[src/shared/lpm_cfg.svh]
// Offsets-free constant set: timing counts and event routing codes
`ifndef LPM_CFG_SVH
`define LPM_CFG_SVH

// ****************************************************************
// Clock and timer timing
// ****************************************************************
`define LPM_CLK_PERIOD_NS 5
`define LPM_TIMER_TICK_NS 1000000
`define LPM_TICK_CYCLES (`LPM_TIMER_TICK_NS / `LPM_CLK_PERIOD_NS)
`define LPM_WAKE_PERIOD_MS 60000
`define LPM_TIMER_W 16
`define LPM_TIMER_RELOAD 16'(`LPM_WAKE_PERIOD_MS - 1)
`define LPM_MIN_PER_HOUR 60
`define LPM_HOUR_W 6

// ****************************************************************
// Converter start trigger source select codes
// ****************************************************************
`define LPM_ROUTE_SNOOZE 1'b0
`define LPM_ROUTE_TIMER 1'b1

`endif

[src/shared/lpm_pkg.sv]
// Types shared by the power mode controller
package lpm_pkg;

  // ****************************************************************
  // Operating modes, one-hot
  // ****************************************************************
  typedef enum logic [3:0] {
    M_NORMAL = 4'h1,
    M_SLEEP = 4'h2,
    M_STANDBY = 4'h4,
    M_SNOOZE = 4'h8
  } mode_t;

endpackage : lpm_pkg

[src/core/periodic_wake_timer.sv]
// Periodic wake timer: 16-bit down counter on a millisecond prescaler
`timescale 1ns/1ps
`include "lpm_cfg.svh"

module periodic_wake_timer #(
  parameter logic [31:0] TICK_CYCLES = `LPM_TICK_CYCLES,
  parameter logic [15:0] RELOAD = `LPM_TIMER_RELOAD
) (
  input wire logic mclk,
  input wire logic rst,
  input wire logic ce,
  output logic timer_underflow_event
);

  logic [31:0] pre;
  logic [15:0] count;
  logic next_uf;
  logic [31:0] next_pre;
  logic [15:0] next_count;

  // ****************************************************************
  // Prescaler and down counter
  // ****************************************************************
  // Keeps running in every mode, it moves Standby into Snooze and paces the hourly alarm
  always_comb begin
    next_pre = pre;
    next_count = count;
    next_uf = 1'b0;
    if (ce) begin
      if (pre == TICK_CYCLES - 32'h1) begin
        next_pre = 32'h0;
        if (count == 16'h0) begin
          next_count = RELOAD; // One underflow per wake period
          next_uf = 1'b1;
        end else begin
          next_count = count - 16'h1;
        end
      end else begin
        next_pre = pre + 32'h1;
      end
    end else begin
      next_uf = timer_underflow_event;
    end
  end

  always_ff @(posedge mclk) begin
    if (rst) begin
      pre <= 32'h0;
      count <= RELOAD;
      timer_underflow_event <= 1'b0;
    end else begin
      pre <= next_pre;
      count <= next_count;
      timer_underflow_event <= next_uf;
    end
  end
endmodule : periodic_wake_timer

[src/core/low_power_mode_sequencer.sv]
// Power mode controller with event router and hourly calendar alarm
//
// How it works
// - Sleep halts CPU, keeps registers, peripherals run.
// - Any reset or interrupt ends Sleep.
// - Standby stops CPU, peripherals and oscillators.
// - Standby retains registers, SRAM, peripherals, port states.
// - Snooze entered only from Standby by request.
// - Snooze interrupts go to Normal or Standby.
// - Timer underflow moves Standby into Snooze.
// - Transfer completion returns Snooze to Standby.
// - Wake lines or alarm go to Normal.
// - Router picks Snooze request or underflow for conversion.
// - Compare and judgment events drive ports high.
// - Wake timer underflows once per minute.
// - Calendar alarm once per hour cancels low power.
`timescale 1ns/1ps
`include "lpm_cfg.svh"

module low_power_mode_sequencer #(
  parameter logic [31:0] TICK_CYCLES = `LPM_TICK_CYCLES,
  parameter logic [15:0] TIMER_RELOAD = `LPM_TIMER_RELOAD,
  parameter logic [5:0] MIN_PER_HOUR = 6'(`LPM_MIN_PER_HOUR)
) (
  input wire logic mclk,
  input wire logic rst,
  input wire logic ce,
  input wire logic sleep_req,
  input wire logic standby_req,
  input wire logic irq_any,
  input wire logic ext_wake_line_a,
  input wire logic ext_wake_line_b,
  input wire logic transfer_done_event,
  input wire logic route_sel,
  input wire logic adc_compare_match,
  input wire logic judgment_event,
  input wire logic judge_clear,
  output lpm_pkg::mode_t mode,
  output logic cpu_halt,
  output logic periph_run,
  output logic snooze_periph_run,
  output logic osc_run,
  output logic state_hold,
  output logic calendar_alarm_event,
  output logic adc_start_trig,
  output logic port_out_cmp,
  output logic port_out_judge
);

  // ****************************************************************
  // Wake pin synchronisers
  // ****************************************************************
  logic [2:0] sync_a, sync_b;
  logic level_a, level_b;
  logic next_level_a, next_level_b;
  logic rise_a, rise_b;

  // A change counts once the second and third stages agree
  always_comb begin
    next_level_a = level_a;
    next_level_b = level_b;
    if (ce && sync_a[1] == sync_a[2]) begin
      next_level_a = sync_a[2];
    end
    if (ce && sync_b[1] == sync_b[2]) begin
      next_level_b = sync_b[2];
    end
  end

  always_ff @(posedge mclk) begin
    if (rst) begin
      sync_a <= 3'h0;
      sync_b <= 3'h0;
      level_a <= 1'b0;
      level_b <= 1'b0;
    end else if (ce) begin
      sync_a <= {sync_a[1:0], ext_wake_line_a};
      sync_b <= {sync_b[1:0], ext_wake_line_b};
      level_a <= next_level_a;
      level_b <= next_level_b;
    end
  end

  // Rising edge of the filtered level wakes the device
  assign rise_a = next_level_a && !level_a;
  assign rise_b = next_level_b && !level_b;

  // ****************************************************************
  // Wake timer and hourly calendar
  // ****************************************************************
  logic timer_underflow_event;
  logic [5:0] minutes, next_minutes;
  logic next_alarm;

  periodic_wake_timer #(
    .TICK_CYCLES(TICK_CYCLES),
    .RELOAD(TIMER_RELOAD)
  ) u_timer (
    .mclk(mclk),
    .rst(rst),
    .ce(ce),
    .timer_underflow_event(timer_underflow_event)
  );

  // Calendar counts minute underflows and alarms on the hour
  always_comb begin
    next_minutes = minutes;
    next_alarm = 1'b0;
    if (ce && timer_underflow_event) begin
      if (minutes == MIN_PER_HOUR - 6'h1) begin
        next_minutes = 6'h0;
        next_alarm = 1'b1;
      end else begin
        next_minutes = minutes + 6'h1;
      end
    end
    if (!ce) begin
      next_alarm = calendar_alarm_event;
    end
  end

  always_ff @(posedge mclk) begin
    if (rst) begin
      minutes <= 6'h0;
      calendar_alarm_event <= 1'b0;
    end else begin
      minutes <= next_minutes;
      calendar_alarm_event <= next_alarm;
    end
  end

  // ****************************************************************
  // Mode state machine
  // ****************************************************************
  logic wake;
  lpm_pkg::mode_t next_mode;
  logic snooze_request;

  // Wake lines and alarm outrank the snooze request and snooze end
  assign wake = rise_a || rise_b || calendar_alarm_event;

  always_comb begin
    next_mode = mode;
    snooze_request = 1'b0;
    if (ce) begin
      unique case (mode)
        lpm_pkg::M_NORMAL: begin
          if (standby_req) begin
            next_mode = lpm_pkg::M_STANDBY;
          end else if (sleep_req) begin
            next_mode = lpm_pkg::M_SLEEP;
          end
        end
        lpm_pkg::M_SLEEP: begin
          if (irq_any || wake) begin
            next_mode = lpm_pkg::M_NORMAL;
          end
        end
        lpm_pkg::M_STANDBY: begin
          if (wake) begin
            next_mode = lpm_pkg::M_NORMAL;
          end else if (timer_underflow_event) begin
            next_mode = lpm_pkg::M_SNOOZE;
            snooze_request = 1'b1;
          end
        end
        lpm_pkg::M_SNOOZE: begin
          if (wake) begin
            next_mode = lpm_pkg::M_NORMAL;
          end else if (transfer_done_event) begin
            next_mode = lpm_pkg::M_STANDBY;
          end
        end
      endcase
    end
  end

  // Mode outputs follow the next mode so they line up with mode
  always_ff @(posedge mclk) begin
    if (rst) begin
      mode <= lpm_pkg::M_NORMAL;
      cpu_halt <= 1'b0;
      periph_run <= 1'b1;
      snooze_periph_run <= 1'b0;
      osc_run <= 1'b1;
      state_hold <= 1'b0;
    end else begin
      mode <= next_mode;
      cpu_halt <= next_mode != lpm_pkg::M_NORMAL;
      periph_run <= next_mode[0] || next_mode[1];
      snooze_periph_run <= next_mode == lpm_pkg::M_SNOOZE;
      osc_run <= !next_mode[2];
      state_hold <= next_mode[2] || next_mode[3];
    end
  end

  // ****************************************************************
  // Event router
  // ****************************************************************
  logic next_start, next_cmp, next_judge;

  // Judgment ports stay high until cleared, a set beats the clear
  always_comb begin
    next_start = adc_start_trig;
    next_cmp = port_out_cmp;
    next_judge = port_out_judge;
    if (ce) begin
      next_start = (route_sel == `LPM_ROUTE_TIMER) ? timer_underflow_event
                                                   : snooze_request;
      if (judge_clear) begin
        next_cmp = 1'b0;
        next_judge = 1'b0;
      end
      if (adc_compare_match) begin
        next_cmp = 1'b1;
      end
      if (judgment_event) begin
        next_judge = 1'b1;
      end
    end
  end

  always_ff @(posedge mclk) begin
    if (rst) begin
      adc_start_trig <= 1'b0;
      port_out_cmp <= 1'b0;
      port_out_judge <= 1'b0;
    end else begin
      adc_start_trig <= next_start;
      port_out_cmp <= next_cmp;
      port_out_judge <= next_judge;
    end
  end
endmodule : low_power_mode_sequencer

[config.mk]
export PLATFORM = sky130hd
export DESIGN_NAME = low_power_mode_sequencer
export DESIGN_NICKNAME = d
export VERILOG_FILES = /design/src/shared/lpm_pkg.sv /design/src/core/periodic_wake_timer.sv /design/src/core/low_power_mode_sequencer.sv
export VERILOG_INCLUDE_DIRS = /design/src /design/src/shared
export SDC_FILE = /design/constraint.sdc
export NUM_CORES = 1
export LEC_CHECK = 0
export ABC_AREA = 1
export BUFFER_PORTS_ARGS = -buffer_cell sky130_fd_sc_hd__buf_2
export CAP_MARGIN = 10
export CORE_MARGIN = 10
export CORE_UTILIZATION = 40
export DETAILED_ROUTE_END_ITERATION = 7
export GPL_TIMING_DRIVEN = 0
export HOLD_SLACK_MARGIN = 0.15
export SYNTH_ARGS = -nofsm -noshare
export SYNTH_HDL_FRONTEND = slang
export SYNTH_HIERARCHICAL = 1
export SYNTH_SLANG_ARGS = --single-unit
export TNS_END_PERCENT = 20
[constraint.sdc]
create_clock -name mclk -period 4 [get_ports mclk]
set_input_delay 0.8 -clock mclk [delete_from_list [all_inputs] [get_ports mclk]]
set_output_delay 0.8 -clock mclk [all_outputs]
set_load 0.01 [all_outputs]
==> flow_summary.yaml <==
place:
  dp_hpwl_mm: 8.15
  gp_congestion: 0.898
  port_buffers: 25
  place_area_sq_um: 4610
timing:
  post-route-period-util: 0.494
  clock_skew_ns: 0.0148
  worst_slew_pin_slew_ns: 0.670
  hold_violations: 0
  holdWs_ns: 0.479
  rsz0062_at_grt: "no"
  fin_setup_tns_ns: 0
  fmax_ghz: 0.506
  layout_min_cycle_time_ns: 1.98
  slew_violations: 0
  setup_violations: 0
  max-slew-margin-rel: 0.553
min_path:
  hold_class: "reg2reg"
synthesis:
  synth_cell_types: 35
  synth_mux_area_frac: 0
  synth_xor_area_frac: 0.0386
  synth_top_family_by_area: "simple AND/OR/NAND/NOR gates"
  synth_compound_area_frac: 0.0696
  synth_area_leaders: "dfxtp_1, nand2_1, nor2_1"
  synth_nets: 700
  synth.ff_latch_count: 76
  synth_area_sq_um: 4310
  synth_top_area_frac: 0.353
  synth_simple_gate_area_frac: 0.442
  ys_warn_count: 6
  syn_area_per_cell_sq_um: 6.32
  yosysTopAreaCell: "dfxtp_1"
  ys_seq_area_frac: 0.353
  syn_inst: 683
  synthAdderAreaFrac: 0.0116
routing:
  wl_per_cell_um: 12.6
  antenna_left: 0
  drt_first_pass_iters: 5
  vias_per_cell: 4.98
  drc: 0
  wirelength_mm: 10.8
  drtIter0Drc: 252
  vias: 4284
final_layout:
  antenna_cells: 0
  regArea_sq_um: 1520
  multi_input_area_sq_um: 2420
  drive_gt1_frac: 0.112
  final_nets: 736
  fillers: 1132
  syn_to_final_growth_pct: 10.7
  final_area_sq_um: 4770
clock_tree:
  holdBufCountCts: 0
  clk_root_buffer_cell: "clkbuf_8"
  clk_latency_ns: 0.36
  post_cts_buffers: 0
  clkTransAtPathRegs_ns: 0.08
  ctsResizeCount: 0
  clk_path_buf_depth: 2
  cts_buffers: 9
  cts_tree: "done"
  cts.htree.levels: 3
  cts_sinks: 76
die:
  rows: 37
  io_pins: 26
  die_x_um: 124
  dieArea_sq_um: 15300
  die_height_um: 124
  design.core.area_sq_um: 10400
  start_util: 0.414
worst_setup_path:
  crit_arrival_ns: 2.19
  cp.required_ns: 4.21
  critPathLaunchType: "input port"
  critPathKind: "in2reg"
  crit_fanout: 10
  cp-end-kind: "flip-flop"
power_and_ir_drop:
  leakage_nw: 2.05
  vdd_drop_max_v: 0.000146
  power.density_nw_per_um2: 292
status:
  status: "finished, final reports clean"
grt:
  grt_usage: 0.147
  grt_pass1_vias: 4132
  grt_max_degree: 14
  antenna_found_initial: 0
  grt_pass1_wl_mm: 18.7
  grt_overflow: 0
flow_run:
  drv_cap: 0
==> cell type report <==
cell class / count / area share
sequential: 76 / 0.319
timing repair buffer: 25 / 0.0262
tap: 136 / 0.0356
multi-input combinational: 517 / 0.508
clock buffer: 9 / 0.0259
buffer: 12 / 0.0157
inverter: 78 / 0.0613
clock inverter: 7 / 0.00865
==> kinds of logic after synthesis <==
family,count (synthesis)
simple gates,440
flops,76
buf+inv,90
xor+xnor,19
fa+ha+maj,4
compound gates,54
==> state kept, by name (all words and copies together) (netlist names) <==
signal / count
u_timer/pre: 32
u_timer/count: 16
minutes: 6
mode: 4
sync_a: 3
sync_b: 3
adc_start_trig: 1
calendar_alarm_event: 1
cpu_halt: 1
level_a: 1
level_b: 1
osc_run: 1
periph_run: 1
port_out_cmp: 1
port_out_judge: 1
snooze_periph_run: 1
state_hold: 1
u_timer/timer_underflow_event: 1
==> worst paths after layout <==
check | from | to | slack (ns) | cells after the start
setup reg to reg | u_timer/pre[0] | u_timer/pre[16] | 2.13 | 6
hold reg to reg | adc_start_trig | adc_start_trig | 0.48 | 2
hold / removal | adc_start_trig | adc_start_trig | 0.48 | 2
setup / recovery | rst | u_timer/pre[9] | 2.02 | 4
==> per-stage QoR <==
stage	instances	worst slack [ns]	total power [W]	utilization
after global routing	860	1.93	0.00146	0.458
after detailed placement	844	1.69	0.000889	0.443
after CTS	860	2.06	0.00141	0.458
after global placement	844	1.69	0.000886	0.443
final	860	2.02	0.00139	0.458
after floorplan	683	2.30	0.000851	-
==> cells in the final DEF, fill, tap and decap left out, types with 2 or more instances in the layout <==
cell	synthesis	layout
nor3_1	11	11
nand3b_1	4	4
clkbuf_8	0	9
nand4_1	11	11
o21bai_1	2	2
xnor2_1	7	7
clkbuf_1	5	5
inv_1	77	77
nor2_1	144	144
dfxtp_1	76	76
buf_6	3	3
o21ai_1	3	3
nand3_1	60	60
buf_2	3	28
xor2_1	12	12
clkinv_2	0	5
o21ai_0	20	20
nand3_2	4	4
nand2_2	9	9
o21ai_2	3	3
nand2_1	181	181
a21oi_1	23	23
nor2_2	8	8
ha_1	4	4
==> synthesized netlist by cell type <==
cell	number
nand2_1	181
a21oi_1	23
a211oi_1	1
o21bai_1	2
o211ai_2	1
nor2_4	1
inv_1	77
nand3_1	60
nand2_2	9
buf_6	3
nand4_2	1
nand4_4	1
or2_2	1
nor3b_2	1
buf_2	3
o21ai_1	3
buf_4	1
nand3_2	4
and3_1	1
nand3b_1	4
nand4_1	11
o21ai_2	3
clkbuf_1	5
xor2_1	12
inv_2	1
nor3b_1	1
o21ai_0	20
xnor2_1	7
dfxtp_1	76
nor3_2	1
nor2_2	8
nor3_1	11
a21oi_2	1
ha_1	4
nor2_1	144
==> worst max-delay path, cell delays in order <==
cell and delay (ns):
buf_2 0.16, clkbuf_1 0.52, clkbuf_1 0.58, nor2_1 0.11
==> power breakdown <==
part | leakage, nW | internal [W] | switching, W
Sequential | 0.616 | 0.000770 | 0.0000105
Clock | 0.0889 | 0.000222 | 0.000300
Combinational | 1.34 | 0.0000302 | 0.0000599
Total | 2.05 | 0.00102 | 0.000371
==> routing by layer <==
metal / GRT usage / wire length (um)
met1: 0.181 / 5040
met2: 0.250 / 5190
met3: 0.0290 / 443
met4: 0.0495 / 121
met5: 0 / 0
(Power assumes the default switching activity.)
